===== config.mk =====
export PLATFORM = sky130hd
export DESIGN_NAME = ccc_cmd_exec
export DESIGN_NICKNAME = d
export VERILOG_FILES = /design/src/hw/ccc_pkg.sv /design/src/hw/ccc_time_ring.sv /design/src/hw/ccc_asm_reg.sv /design/src/hw/ccc_cmd_exec.sv
export VERILOG_INCLUDE_DIRS = /design/src /design/src/hw
export SDC_FILE = /design/constraint.sdc
export NUM_CORES = 1
export LEC_CHECK = 0
export BUFFER_PORTS_ARGS = -buffer_cell sky130_fd_sc_hd__buf_4
export CELL_PAD_IN_SITES_DETAIL_PLACEMENT = 0
export CELL_PAD_IN_SITES_GLOBAL_PLACEMENT = 2
export CORE_MARGIN = 2
export CORE_UTILIZATION = 34
export DETAILED_ROUTE_END_ITERATION = 6
export PLACE_DENSITY_LB_ADDON = 0.08
export SYNTH_ARGS = -nofsm -noshare
export SYNTH_HDL_FRONTEND = slang
export SYNTH_SLANG_ARGS = --single-unit

===== constraint.sdc =====
create_clock -name clk_i -period 5.9 [get_ports clk_i]
set_input_delay 0.885 -clock clk_i [delete_from_list [all_inputs] [get_ports clk_i]]
set_output_delay 0.885 -clock clk_i [all_outputs]
set_load 0.01 [all_outputs]

===== src/hw/ccc_cfg.svh =====
// Offsets, field positions and time points of the channel command logic.
// Assumes 36-bit storage words, position 0 is the sign bit (index 35).
`ifndef CCC_CFG_SVH
`define CCC_CFG_SVH

// Time points of one channel cycle, 0 through 10
`define CCC_TP_LAST     4'ha
`define CCC_TP_LOAD     4'h7
`define CCC_TP_ZTEST    4'h1
`define CCC_TP_INCR     4'h1
`define CCC_TP_CTR_CLR  4'h2
`define CCC_TP_LCC_LD   4'h1
`define CCC_TP_SMS_CLR  4'h3
`define CCC_TP_SMS_END  4'h8
`define CCC_TP_ICC_CLR  4'h0
`define CCC_TP_ICC_LD   4'h5
`define CCC_TP_XFER     4'h5

// Command word fields (index = 35 - position)
`define CCC_OP_HI       35
`define CCC_OP_LO       33
`define CCC_CNT_HI      32
`define CCC_CNT_LO      30
`define CCC_IND_BIT     15
`define CCC_AC_HI       17
`define CCC_AC_LO       0

// Operation codes
`define CCC_OP_SMS      3'h1
`define CCC_OP_LCC      3'h2
`define CCC_OP_ICC      3'h3
`define CCC_OP_TDC      3'h4

// Insert counts with special meaning
`define CCC_CNT_STATUS  3'h0
`define CCC_CNT_NOP     3'h7
`define CCC_CHAR_LAST   3'h6

`endif


===== src/hw/ccc_pkg.sv =====
// Types shared by the channel command logic.
// Assumes ccc_cfg.svh for all numeric constants.
package ccc_pkg;

    // Sequencer states, one-hot
    typedef enum logic [5:0] {
        ST_WAIT_FETCH = 6'h0_001,
        ST_FETCH      = 6'h0_002,
        ST_WAIT_WORD  = 6'h0_004,
        ST_WORD       = 6'h0_008,
        ST_INCR       = 6'h0_010,
        ST_EXEC       = 6'h0_020
    } ccc_state_t;

    // Command as held in operation register, word counter, address counter
    typedef struct packed {
        logic [2:0]  op;
        logic [2:0]  cnt;
        logic        ind;
        logic [17:0] ac;
    } ccc_cmd_t;

    // Mode status triggers, positions 29 through 35
    typedef struct packed {
        logic noncon_int_en;
        logic read_backward;
        logic bcd_mode;
        logic inh_unusual_end;
        logic inh_attn1;
        logic inh_attn2;
        logic sel_unit2;
    } ccc_stat_t;

endpackage


===== src/hw/ccc_time_ring.sv =====
// Time point counter of a channel cycle, 0 through 10.
// Assumes run_i stays high for every cycle the channel owns.
`timescale 1ns/1ps
`include "ccc_cfg.svh"
module ccc_time_ring (
    // Clock and reset
    input  wire logic       clk_i,
    input  wire logic       reset_i,
    // Control
    input  wire logic       run_i,
    // Time point
    output logic [3:0]      tp_o,
    output logic            last_o
);
    logic [3:0] tp_q;
    logic [3:0] tp_d;

    // Held at 0 while waiting, so a granted cycle starts at time 0
    always_comb begin
        if (!run_i || tp_q == `CCC_TP_LAST) begin
            tp_d = 4'h0;
        end else begin
            tp_d = tp_q + 4'h1;
        end
    end

    always_ff @(posedge clk_i) begin
        if (reset_i) begin
            tp_q <= 4'h0;
        end else begin
            tp_q <= tp_d;
        end
    end

    assign tp_o   = tp_q;
    assign last_o = run_i && (tp_q == `CCC_TP_LAST);
endmodule


===== src/hw/ccc_asm_reg.sv =====
// Assembly register: six 6-bit characters, character 1 in the high bits.
// Assumes clear and load strobes come from different time points.
`timescale 1ns/1ps
`include "ccc_cfg.svh"
module ccc_asm_reg (
    // Clock and reset
    input  wire logic        clk_i,
    input  wire logic        reset_i,
    // Character-in switch
    input  wire logic        clr_i,
    input  wire logic        ld_i,
    input  wire logic [2:0]  sel_i,
    input  wire logic [5:0]  char_i,
    // Contents
    output logic [35:0]      asm_o
);
    logic [35:0] asm_q;
    logic [35:0] asm_d;

    // A select outside 1..6 reaches no character, so nothing changes
    always_comb begin
        asm_d = asm_q;
        for (int i = 1; i <= 6; i++) begin
            if (sel_i == 3'(i)) begin
                if (clr_i) begin
                    asm_d[36 - 6*i +: 6] = 6'h00;
                end else if (ld_i) begin
                    asm_d[36 - 6*i +: 6] = asm_q[36 - 6*i +: 6] | char_i;
                end
            end
        end
    end

    always_ff @(posedge clk_i) begin
        if (reset_i) begin
            asm_q <= 36'h0_0000_0000;
        end else begin
            asm_q <= asm_d;
        end
    end

    assign asm_o = asm_q;
endmodule


===== src/hw/ccc_cmd_exec.sv =====
// Command execution for set-mode, load/insert loop counter, branch-decrement.
// Assumes host core storage grants fetch and word cycles on this clock.
//
// What this block does
// - Each set-mode bit sets or clears trigger
// - Machine and power-on reset clear triggers
// - Indirect set-mode takes bits from pointed word
// - Bits 33/34 mask attentions, 35 selects unit
// - Bits 29-32 drive interrupt, backward, BCD, unusual
// - Load command at time 7; decode next 0
// - Set-mode execute clears, loads mask 29-35
// - Clear at time 3, reload until 8
// - Load loop counter from positions 30-35
// - Clear loop counter in increment cycle
// - Execute loads counter, requests next fetch
// - Indirect load takes six low bits
// - Insert count 1-6 writes counter character
// - Count zero writes status to character 6
// - Count seven changes nothing
// - Clear character at 0, load at 5
// - Increment command counter, test counter zero
// - Nonzero counter: decrement and branch
// - Zero counter: unchanged, next sequential command
// - Step pulse spans execute; counts on rise
// - Taken branch sets gate, clears counter
// - Gate makes address counter drive fetch address
// - Taken branch copies address into command counter
// - Counter-zero cleared each fetch; retestable
`timescale 1ns/1ps
`include "ccc_cfg.svh"
module ccc_cmd_exec (
    // Clock and reset
    input  wire logic        clk_i,
    input  wire logic        reset_i,
    input  wire logic        machine_reset_i,
    // Host storage cycles
    output logic             fetch_req_o,
    output logic             word_req_o,
    input  wire logic        cycle_grant_i,
    output logic [14:0]      mem_addr_o,
    input  wire logic [35:0] store_bus_i,
    // Attention pins from the units
    input  wire logic        attn1_i,
    input  wire logic        attn2_i,
    output logic             attn1_o,
    output logic             attn2_o,
    // Mode status
    output ccc_pkg::ccc_stat_t status_o,
    // Counters and state
    output logic [14:0]      cmd_ctr_o,
    output logic [5:0]       loop_ctr_o,
    output logic             ctr_zero_o,
    output logic             xfer_gate_o,
    output logic             step_o,
    output logic             op_active_o,
    output logic [35:0]      asm_reg_o
);
    ccc_pkg::ccc_state_t state_q;
    ccc_pkg::ccc_state_t state_d;
    ccc_pkg::ccc_cmd_t   cmd_q;
    ccc_pkg::ccc_cmd_t   cmd_d;
    ccc_pkg::ccc_stat_t  stat_q;
    ccc_pkg::ccc_stat_t  stat_d;
    logic [14:0]         cc_q;
    logic [14:0]         cc_d;
    logic [14:0]         addr_q;
    logic [14:0]         addr_d;
    logic [5:0]          lctr_q;
    logic [5:0]          lctr_d;
    logic                zero_q;
    logic                zero_d;
    logic                xgate_q;
    logic                xgate_d;
    logic                step_q;
    logic                step_d;
    logic                opact_q;
    logic                opact_d;
    logic [1:0]          attn_s1_q;
    logic [1:0]          attn_s2_q;
    logic [3:0]          tp;
    logic                last;
    logic                run;
    logic                in_exec;
    logic                in_incr;
    logic                is_sms;
    logic                is_lcc;
    logic                is_icc;
    logic                is_tdc;
    logic                taken;

    // True when the decoded operation matches
    function automatic logic op_is(input logic [2:0] op, input logic [2:0] code);
        op_is = (op == code);
    endfunction

    // Cycle timing
    assign run = (state_q == ccc_pkg::ST_FETCH) || (state_q == ccc_pkg::ST_WORD)
              || (state_q == ccc_pkg::ST_INCR)  || (state_q == ccc_pkg::ST_EXEC);

    ccc_time_ring u_time (
        .clk_i   (clk_i),
        .reset_i (reset_i),
        .run_i   (run),
        .tp_o    (tp),
        .last_o  (last)
    );

    // Decode is gated by op_active so a half-loaded command does nothing
    assign in_exec = (state_q == ccc_pkg::ST_EXEC);
    assign in_incr = (state_q == ccc_pkg::ST_INCR);
    assign is_sms  = opact_q && op_is(cmd_q.op, `CCC_OP_SMS);
    assign is_lcc  = opact_q && op_is(cmd_q.op, `CCC_OP_LCC);
    assign is_icc  = opact_q && op_is(cmd_q.op, `CCC_OP_ICC);
    assign is_tdc  = opact_q && op_is(cmd_q.op, `CCC_OP_TDC);
    assign taken   = is_tdc && !zero_q;

    // Sequencer: fetch, optional indirect word, increment, execute
    always_comb begin
        state_d = state_q;
        cmd_d   = cmd_q;
        cc_d    = cc_q;
        addr_d  = addr_q;
        zero_d  = zero_q;
        xgate_d = xgate_q;
        opact_d = opact_q;
        case (state_q)
            ccc_pkg::ST_WAIT_FETCH: begin
                if (cycle_grant_i) begin
                    state_d = ccc_pkg::ST_FETCH;
                    opact_d = 1'b0;
                    zero_d  = 1'b0;
                    if (xgate_q) begin
                        addr_d = cmd_q.ac[14:0];
                        cc_d   = cc_q | cmd_q.ac[14:0];
                    end else begin
                        addr_d = cc_q;
                    end
                end
            end
            ccc_pkg::ST_FETCH: begin
                if (tp == `CCC_TP_LOAD) begin
                    cmd_d.op  = store_bus_i[`CCC_OP_HI:`CCC_OP_LO];
                    cmd_d.cnt = store_bus_i[`CCC_CNT_HI:`CCC_CNT_LO];
                    cmd_d.ind = store_bus_i[`CCC_IND_BIT];
                    cmd_d.ac  = store_bus_i[`CCC_AC_HI:`CCC_AC_LO];
                end
                if (last) begin
                    xgate_d = 1'b0;
                    opact_d = 1'b1;
                    state_d = cmd_q.ind ? ccc_pkg::ST_WAIT_WORD : ccc_pkg::ST_INCR;
                end
            end
            ccc_pkg::ST_WAIT_WORD: begin
                if (cycle_grant_i) begin
                    state_d = ccc_pkg::ST_WORD;
                    addr_d  = cmd_q.ac[14:0];
                end
            end
            ccc_pkg::ST_WORD: begin
                // Pointed word replaces the address counter: mask or count
                if (tp == `CCC_TP_LOAD) begin
                    cmd_d.ac = store_bus_i[`CCC_AC_HI:`CCC_AC_LO];
                end
                if (last) begin
                    state_d = ccc_pkg::ST_INCR;
                end
            end
            ccc_pkg::ST_INCR: begin
                if (tp == `CCC_TP_INCR) begin
                    cc_d = cc_q + 15'h0_001;
                end
                if (is_tdc && tp == `CCC_TP_ZTEST && lctr_q == 6'h00) begin
                    zero_d = 1'b1;
                end
                if (last) begin
                    state_d = ccc_pkg::ST_EXEC;
                end
            end
            ccc_pkg::ST_EXEC: begin
                if (taken && tp == `CCC_TP_XFER) begin
                    xgate_d = 1'b1;
                    cc_d    = 15'h0_000;
                end
                if (last) begin
                    state_d = ccc_pkg::ST_WAIT_FETCH;
                end
            end
            default: begin
                state_d = ccc_pkg::ST_WAIT_FETCH;
            end
        endcase
    end

    always_ff @(posedge clk_i) begin
        if (reset_i) begin
            state_q <= ccc_pkg::ST_WAIT_FETCH;
            cmd_q   <= '0;
            cc_q    <= 15'h0_000;
            addr_q  <= 15'h0_000;
            zero_q  <= 1'b0;
            xgate_q <= 1'b0;
            opact_q <= 1'b0;
        end else begin
            state_q <= state_d;
            cmd_q   <= cmd_d;
            cc_q    <= cc_d;
            addr_q  <= addr_d;
            zero_q  <= zero_d;
            xgate_q <= xgate_d;
            opact_q <= opact_d;
        end
    end

    // Execution: mode status, loop counter and step pulse
    always_comb begin
        stat_d = stat_q;
        lctr_d = lctr_q;
        step_d = step_q;
        if (in_exec && is_sms) begin
            // Old value is ORed in early, so clear at 3 and reload
            if (tp < `CCC_TP_SMS_CLR) begin
                stat_d = stat_q | cmd_q.ac[6:0];
            end else if (tp == `CCC_TP_SMS_CLR) begin
                stat_d = '0;
            end else if (tp <= `CCC_TP_SMS_END) begin
                stat_d = cmd_q.ac[6:0];
            end
        end
        if (in_incr && is_lcc && tp == `CCC_TP_CTR_CLR) begin
            lctr_d = 6'h00;
        end
        if (in_exec && is_lcc && tp == `CCC_TP_LCC_LD) begin
            lctr_d = cmd_q.ac[5:0];
        end
        // Step rises as execute starts and the counter moves on the rise
        if (in_incr && last && taken) begin
            step_d = 1'b1;
            lctr_d = lctr_q - 6'h01;
        end else if (in_exec && last) begin
            step_d = 1'b0;
        end
        if (machine_reset_i) begin
            stat_d = '0;
        end
    end

    always_ff @(posedge clk_i) begin
        if (reset_i) begin
            stat_q <= '0;
            lctr_q <= 6'h00;
            step_q <= 1'b0;
        end else begin
            stat_q <= stat_d;
            lctr_q <= lctr_d;
            step_q <= step_d;
        end
    end

    // Insert: count zero aims at character 6, seven reaches nothing
    ccc_asm_reg u_asm (
        .clk_i   (clk_i),
        .reset_i (reset_i),
        .clr_i   (in_exec && is_icc && tp == `CCC_TP_ICC_CLR),
        .ld_i    (in_exec && is_icc && tp == `CCC_TP_ICC_LD),
        .sel_i   ((cmd_q.cnt == `CCC_CNT_STATUS) ? `CCC_CHAR_LAST : cmd_q.cnt),
        .char_i  ((cmd_q.cnt == `CCC_CNT_STATUS) ? stat_q[5:0] : lctr_q),
        .asm_o   (asm_reg_o)
    );

    // Attention pins cross in through two flops before masking
    always_ff @(posedge clk_i) begin
        if (reset_i) begin
            attn_s1_q <= 2'h0;
            attn_s2_q <= 2'h0;
        end else begin
            attn_s1_q <= {attn2_i, attn1_i};
            attn_s2_q <= attn_s1_q;
        end
    end

    // Outputs
    assign attn1_o     = attn_s2_q[0] && !stat_q.inh_attn1;
    assign attn2_o     = attn_s2_q[1] && !stat_q.inh_attn2;
    assign status_o    = stat_q;
    assign fetch_req_o = in_exec || (state_q == ccc_pkg::ST_WAIT_FETCH);
    assign word_req_o  = (state_q == ccc_pkg::ST_WAIT_WORD);
    assign mem_addr_o  = addr_q;
    assign cmd_ctr_o   = cc_q;
    assign loop_ctr_o  = lctr_q;
    assign ctr_zero_o  = zero_q;
    assign xfer_gate_o = xgate_q;
    assign step_o      = step_q;
    assign op_active_o = opact_q;

    // Checks
    sms_clear_a: assert property (@(posedge clk_i) disable iff (reset_i)
        in_exec && is_sms && tp == `CCC_TP_SMS_CLR |=> stat_q == '0)
        else $error("status not cleared at time 3");
    sms_load_a: assert property (@(posedge clk_i) disable iff (reset_i)
        in_exec && is_sms && tp == `CCC_TP_SMS_END && !machine_reset_i
        |=> stat_q == $past(cmd_q.ac[6:0]))
        else $error("status not loaded from mask");
    stat_reset_a: assert property (@(posedge clk_i) disable iff (reset_i)
        machine_reset_i |=> stat_q == '0)
        else $error("machine reset left status set");
    lcc_clear_a: assert property (@(posedge clk_i) disable iff (reset_i)
        in_incr && is_lcc && tp == `CCC_TP_CTR_CLR |=> lctr_q == 6'h00)
        else $error("loop counter not cleared");
    lcc_load_a: assert property (@(posedge clk_i) disable iff (reset_i)
        in_exec && is_lcc && tp == `CCC_TP_LCC_LD |=> lctr_q == $past(cmd_q.ac[5:0]))
        else $error("loop counter not loaded");
    tdc_step_a: assert property (@(posedge clk_i) disable iff (reset_i)
        in_incr && last && taken
        |=> step_q && lctr_q == $past(lctr_q) - 6'h01 ##10 step_q ##1 !step_q)
        else $error("step or decrement wrong");
    zero_hold_a: assert property (@(posedge clk_i) disable iff (reset_i)
        in_incr && last && is_tdc && zero_q |=> (lctr_q == 6'h00 && !step_q)[*8])
        else $error("zero counter changed");
    xfer_gate_a: assert property (@(posedge clk_i) disable iff (reset_i)
        in_exec && taken && tp == `CCC_TP_XFER |=> xgate_q && cc_q == 15'h0_000)
        else $error("taken branch did not gate");
    fetch_addr_a: assert property (@(posedge clk_i) disable iff (reset_i)
        state_q == ccc_pkg::ST_WAIT_FETCH && cycle_grant_i && xgate_q
        |=> addr_q == $past(cmd_q.ac[14:0]) && cc_q == $past(cmd_q.ac[14:0]))
        else $error("branch target not used");
    fetch_load_a: assert property (@(posedge clk_i) disable iff (reset_i)
        state_q == ccc_pkg::ST_FETCH && tp == `CCC_TP_LOAD
        |=> cmd_q.op == $past(store_bus_i[35:33]) ##[1:3] !opact_q ##[1:4] opact_q)
        else $error("command not loaded at time 7");
endmodule


==> out/metrics.csv <==
stage,metric,value,unit
floorplanning,initial core utilization,34.8,%
clock_network,clk sinks,119,
global_routing,vias in the first global route,4842,
synth,"area leader, netlist",dfxtp_1,
outcome,status,finished clean,
clock_network,Skew-Pair Late Insertion Delay,0.42,ns
sta,worst slew pin tran,1.13,ns
worst_hold_path,worst min path class,flip-flop to flip-flop,
sta,Final Hold Fails,0,
worst_hold_path,HP Start,attn_s1_q[0]$_SDFF_PP0_,
sta,"Slew Viols, Final",0,
clock_network,setup bufs post-CTS,0,
synth,sequential area share after synthesis,43.1,%
critical_path,"CP delay by family, top",simple AND/OR/NAND/NOR gates,
finish,"commonest non-fill, non-tap cell in the layout",dfxtp_1,
finish,Seq. cell area,2380,sq um
synth,share of the synthesized area in the top cell type,43.1,%
routing,Pre-antenna DRT Iters,5,
synth,top_reg_cell synth,dfxtp_1,
floorplanning,Die ar.,17300,sq um
critical_path,critical path peak fanout,12,
critical_path,Setup crit start kind,flip-flop,
routing,Via Count,5027,
critical_path,CP bufs+invs,0,
placed_design,area post-placement,6500,sq um
finish,final instance area,7080,sq um
placed_design,gpl congestion,0.757,
floorplanning,die height,131,um
synth,register bit count reported by yosys,119,
critical_path,Reg-to-Reg Start,state_q[5]$_SDFFE_PP0P_,
routing,routed len/inst,17.0,um
routing,initial drt markers,292,
critical_path,Worst Path Arrival,3.29,ns
power_and_ir_drop,Static Leak,2.84,nW
finish,multi-input combinational cell area,2940,sq um
critical_path,"Slowest-stage cell, CP",nand3_1,
routing,# DRC,0,
synth,Syn Inst Count,639,
floorplanning,num rows,46,
floorplanning,I/O pin cnt,129,
finish,fin cells,962,
finish,share of cells above drive strength 1,22.4,%
critical_path,"most used cell, CP",nand3_1,
synth,Synth area leaders,"dfxtp_1 43%, mux2i_1 8.7%, nor2_1 7.5%, a21oi_1 4.6%, a211oi_1 4.2%",
synth,Post-Syn Nets,687,
synth,Cell variety after synth,54,
sta,clock skew,0.00873,ns
sta,endpoints failing setup,0,
sta,Max-slew headroom,24.4,%
critical_path,CP max stage delay,0.52,ns
worst_hold_path,Worst Hold Path Cells,1,
sta,Tcrit/Tclk final,51.6,%
clock_network,clock transition at the registers of the reported paths,0.05,ns
sta,f_max,329,MHz
routing,Via density,5.23,
synth,synth warn,0,
critical_path,FF-to-FF path depth,6,
critical_path,worst reg2reg setup slack,2.86,ns
finish,ant diodes,0,
routing,Routed Antenna Nets,0,
sta,post-route setup TNS,0,ns
finish,Area Growth Syn to Fin,28.0,%
clock_network,Clock Root Buffer,clkbuf_16,
finish,Final nets,783,
sta,RSZ-0062 raised after global routing,false,
clock_network,clk buf depth,2,
sta,Worst Slack Setup Final,2.86,ns
clock_network,TritonCTS buffer count,17,
finish,number of fill cells in the layout,1659,
floorplanning,Die Wd,131,um
power_and_ir_drop,Pwr Total,2.31,mW
placed_design,hpwl dp,11.7,mm
routing,Post-Route WL,16.4,mm
synth,number of synthesized flops with an enable pin,0,
global_routing,GRT Util Overall,19.4,%
critical_path,Worst R2R End,cmd_ctr_o[12]$_SDFFE_PP0P_,
critical_path,WS Path Type,flip-flop to flip-flop,
job,max cap viols,0,
worst_hold_path,Hold Path End,attn_s2_q[0]$_SDFF_PP0_,
global_routing,initial antenna violation count,0,
clock_network,H-tree depth,4,
sta,Tmin final,3.04,ns
clock_network,TritonCTS clock tree,yes,
synth,Async SR Flop Fraction,0,%
critical_path,crit-path cells,"nor3_1, nand3_1, o211ai_1, nand3_1, nor2_1, a211oi_1",
global_routing,first-pass GRT wire length,26.6,mm
global_routing,largest net degree at the start of global routing,80,
power_and_ir_drop,PwrDens,326,nW/um^2
global_routing,Overflow after GRT,0,
synth,cell area after synthesis,5530,sq um
floorplanning,Core Footprint,15900,sq um
synth,Syn Area/Cell,8.65,sq um
clock_network,PostCTS Resize Cnt,0,
finish,most frequent cells in the layout,"119 x dfxtp_1, 116 x buf_4, 111 x nor2_1",
placed_design,DP Worst Slack,2.88,ns
clock_network,Post-CTS Hold Buffers,0,
placed_design,Port Buffer Count,114,
critical_path,Worst EP required,6.15,ns
power_and_ir_drop,Worst IR Drop VDD,0.000202,V
placed_design,placed insts,932,
critical_path,crit path capture type,flip-flop,
==> flip-flops by register name (all words and copies together), names as in the netlist <==
name and count:
op_active_o 1, loop_ctr_o 6, step_o 1, u_asm.asm_o 36, state_q 6, u_time.tp_o 4, status_o 7, attn_s1_q 2
mem_addr_o 15, attn_s2_q 2, cmd_ctr_o 15, xfer_gate_o 1, cmd_q 22, ctr_zero_o 1
==> routing by layer <==
metal / track usage [%] / vias to the layer above / share of wire [%]
li1: - / 2479 / -
met1: 27.3 / 2423 / 48
met2: 29.6 / 110 / 46
met3: 5.17 / 15 / 4.6
met4: 5.01 / 0 / 1.0
met5: 0 / - / 0
==> worst max-delay path by stage <==
| stage | depth (start not counted) | startpoint | slack, ns | endpoint |
|---|---|---|---|---|
| after floorplan | 8 | state_q[5]$_SDFFE_PP0P_ | 3.89 | u_asm.asm_o[0]$_SDFFE_PP0P_ |
| after global placement | 6 | state_q[5]$_SDFFE_PP0P_ | 2.98 | cmd_ctr_o[8]$_SDFFE_PP0P_ |
| after detailed placement | 6 | state_q[5]$_SDFFE_PP0P_ | 2.88 | cmd_ctr_o[12]$_SDFFE_PP0P_ |
| after CTS | 6 | state_q[5]$_SDFFE_PP0P_ | 2.88 | cmd_ctr_o[12]$_SDFFE_PP0P_ |
| after global routing | 6 | state_q[5]$_SDFFE_PP0P_ | 2.51 | cmd_ctr_o[12]$_SDFFE_PP0P_ |
| final | 6 | state_q[5]$_SDFFE_PP0P_ | 2.86 | cmd_ctr_o[12]$_SDFFE_PP0P_ |
==> metrics by stage <==
stage	util [%]	hold slack [ns]
6_report	44.5	0.440
5_1_grt	44.5	0.466
4_1_cts	44.5	0.443
3_5_place_dp	40.9	0.429
3_3_place_gp	40.9	0.425
2_1_floorplan	-	0.414
==> synthesized netlist by cell type, types with 3 or more instances <==
cell,count
dfxtp_1,119
nor2_1,111
a21oi_1,51
mux2i_1,48
nand2_1,35
a211oi_1,31
o21ai_0,28
clkbuf_1,24
o21a_1,22
nand3_1,15
a31oi_1,12
nor2b_1,12
nor3_1,11
buf_2,10
and3_1,9
inv_1,9
or3_1,8
ha_1,6
buf_4,5
mux2_2,5
nand2b_1,5
a21o_1,4
a31o_2,4
o31ai_1,4
xnor2_1,4
xor2_1,4
nor4_1,3
or4_1,3
==> cells by family after synthesis <==
logic type | synth area share, %
AOI/OAI and AO/OA | 20.0
xor gates and xnor gates | 1.27
adders and majority gates | 1.36
buffers and inverters | 3.83
DFF | 43.1
muxes | 9.71
and+or+nand+nor | 20.7
==> area by class of cell <==
class	count	share of cell area, %
inverters	9	0.477
clock buffers	21	6.37
clock inverters	9	1.80
repair buffers	116	12.3
well taps	216	3.82
flip-flops and latches	119	33.7
multi-input cells	472	41.6
==> worst register-to-register path: stages (launching register included) <==
cell and delay (ns):
dfxtp_1 0.39, nor3_1 0.50, nand3_1 0.52, o211ai_1 0.37, nand3_1 0.43, nor2_1 0.53
a211oi_1 0.15
==> report_power, final <==
group | total, mW | switching (mW) | internal [mW]
Clock | 1.03 | 0.360 | 0.667
Sequential | 0.892 | 0.0437 | 0.849
Combinational | 0.391 | 0.234 | 0.157
Total | 2.31 | 0.638 | 1.67
Power figures use the tool's default switching activity.
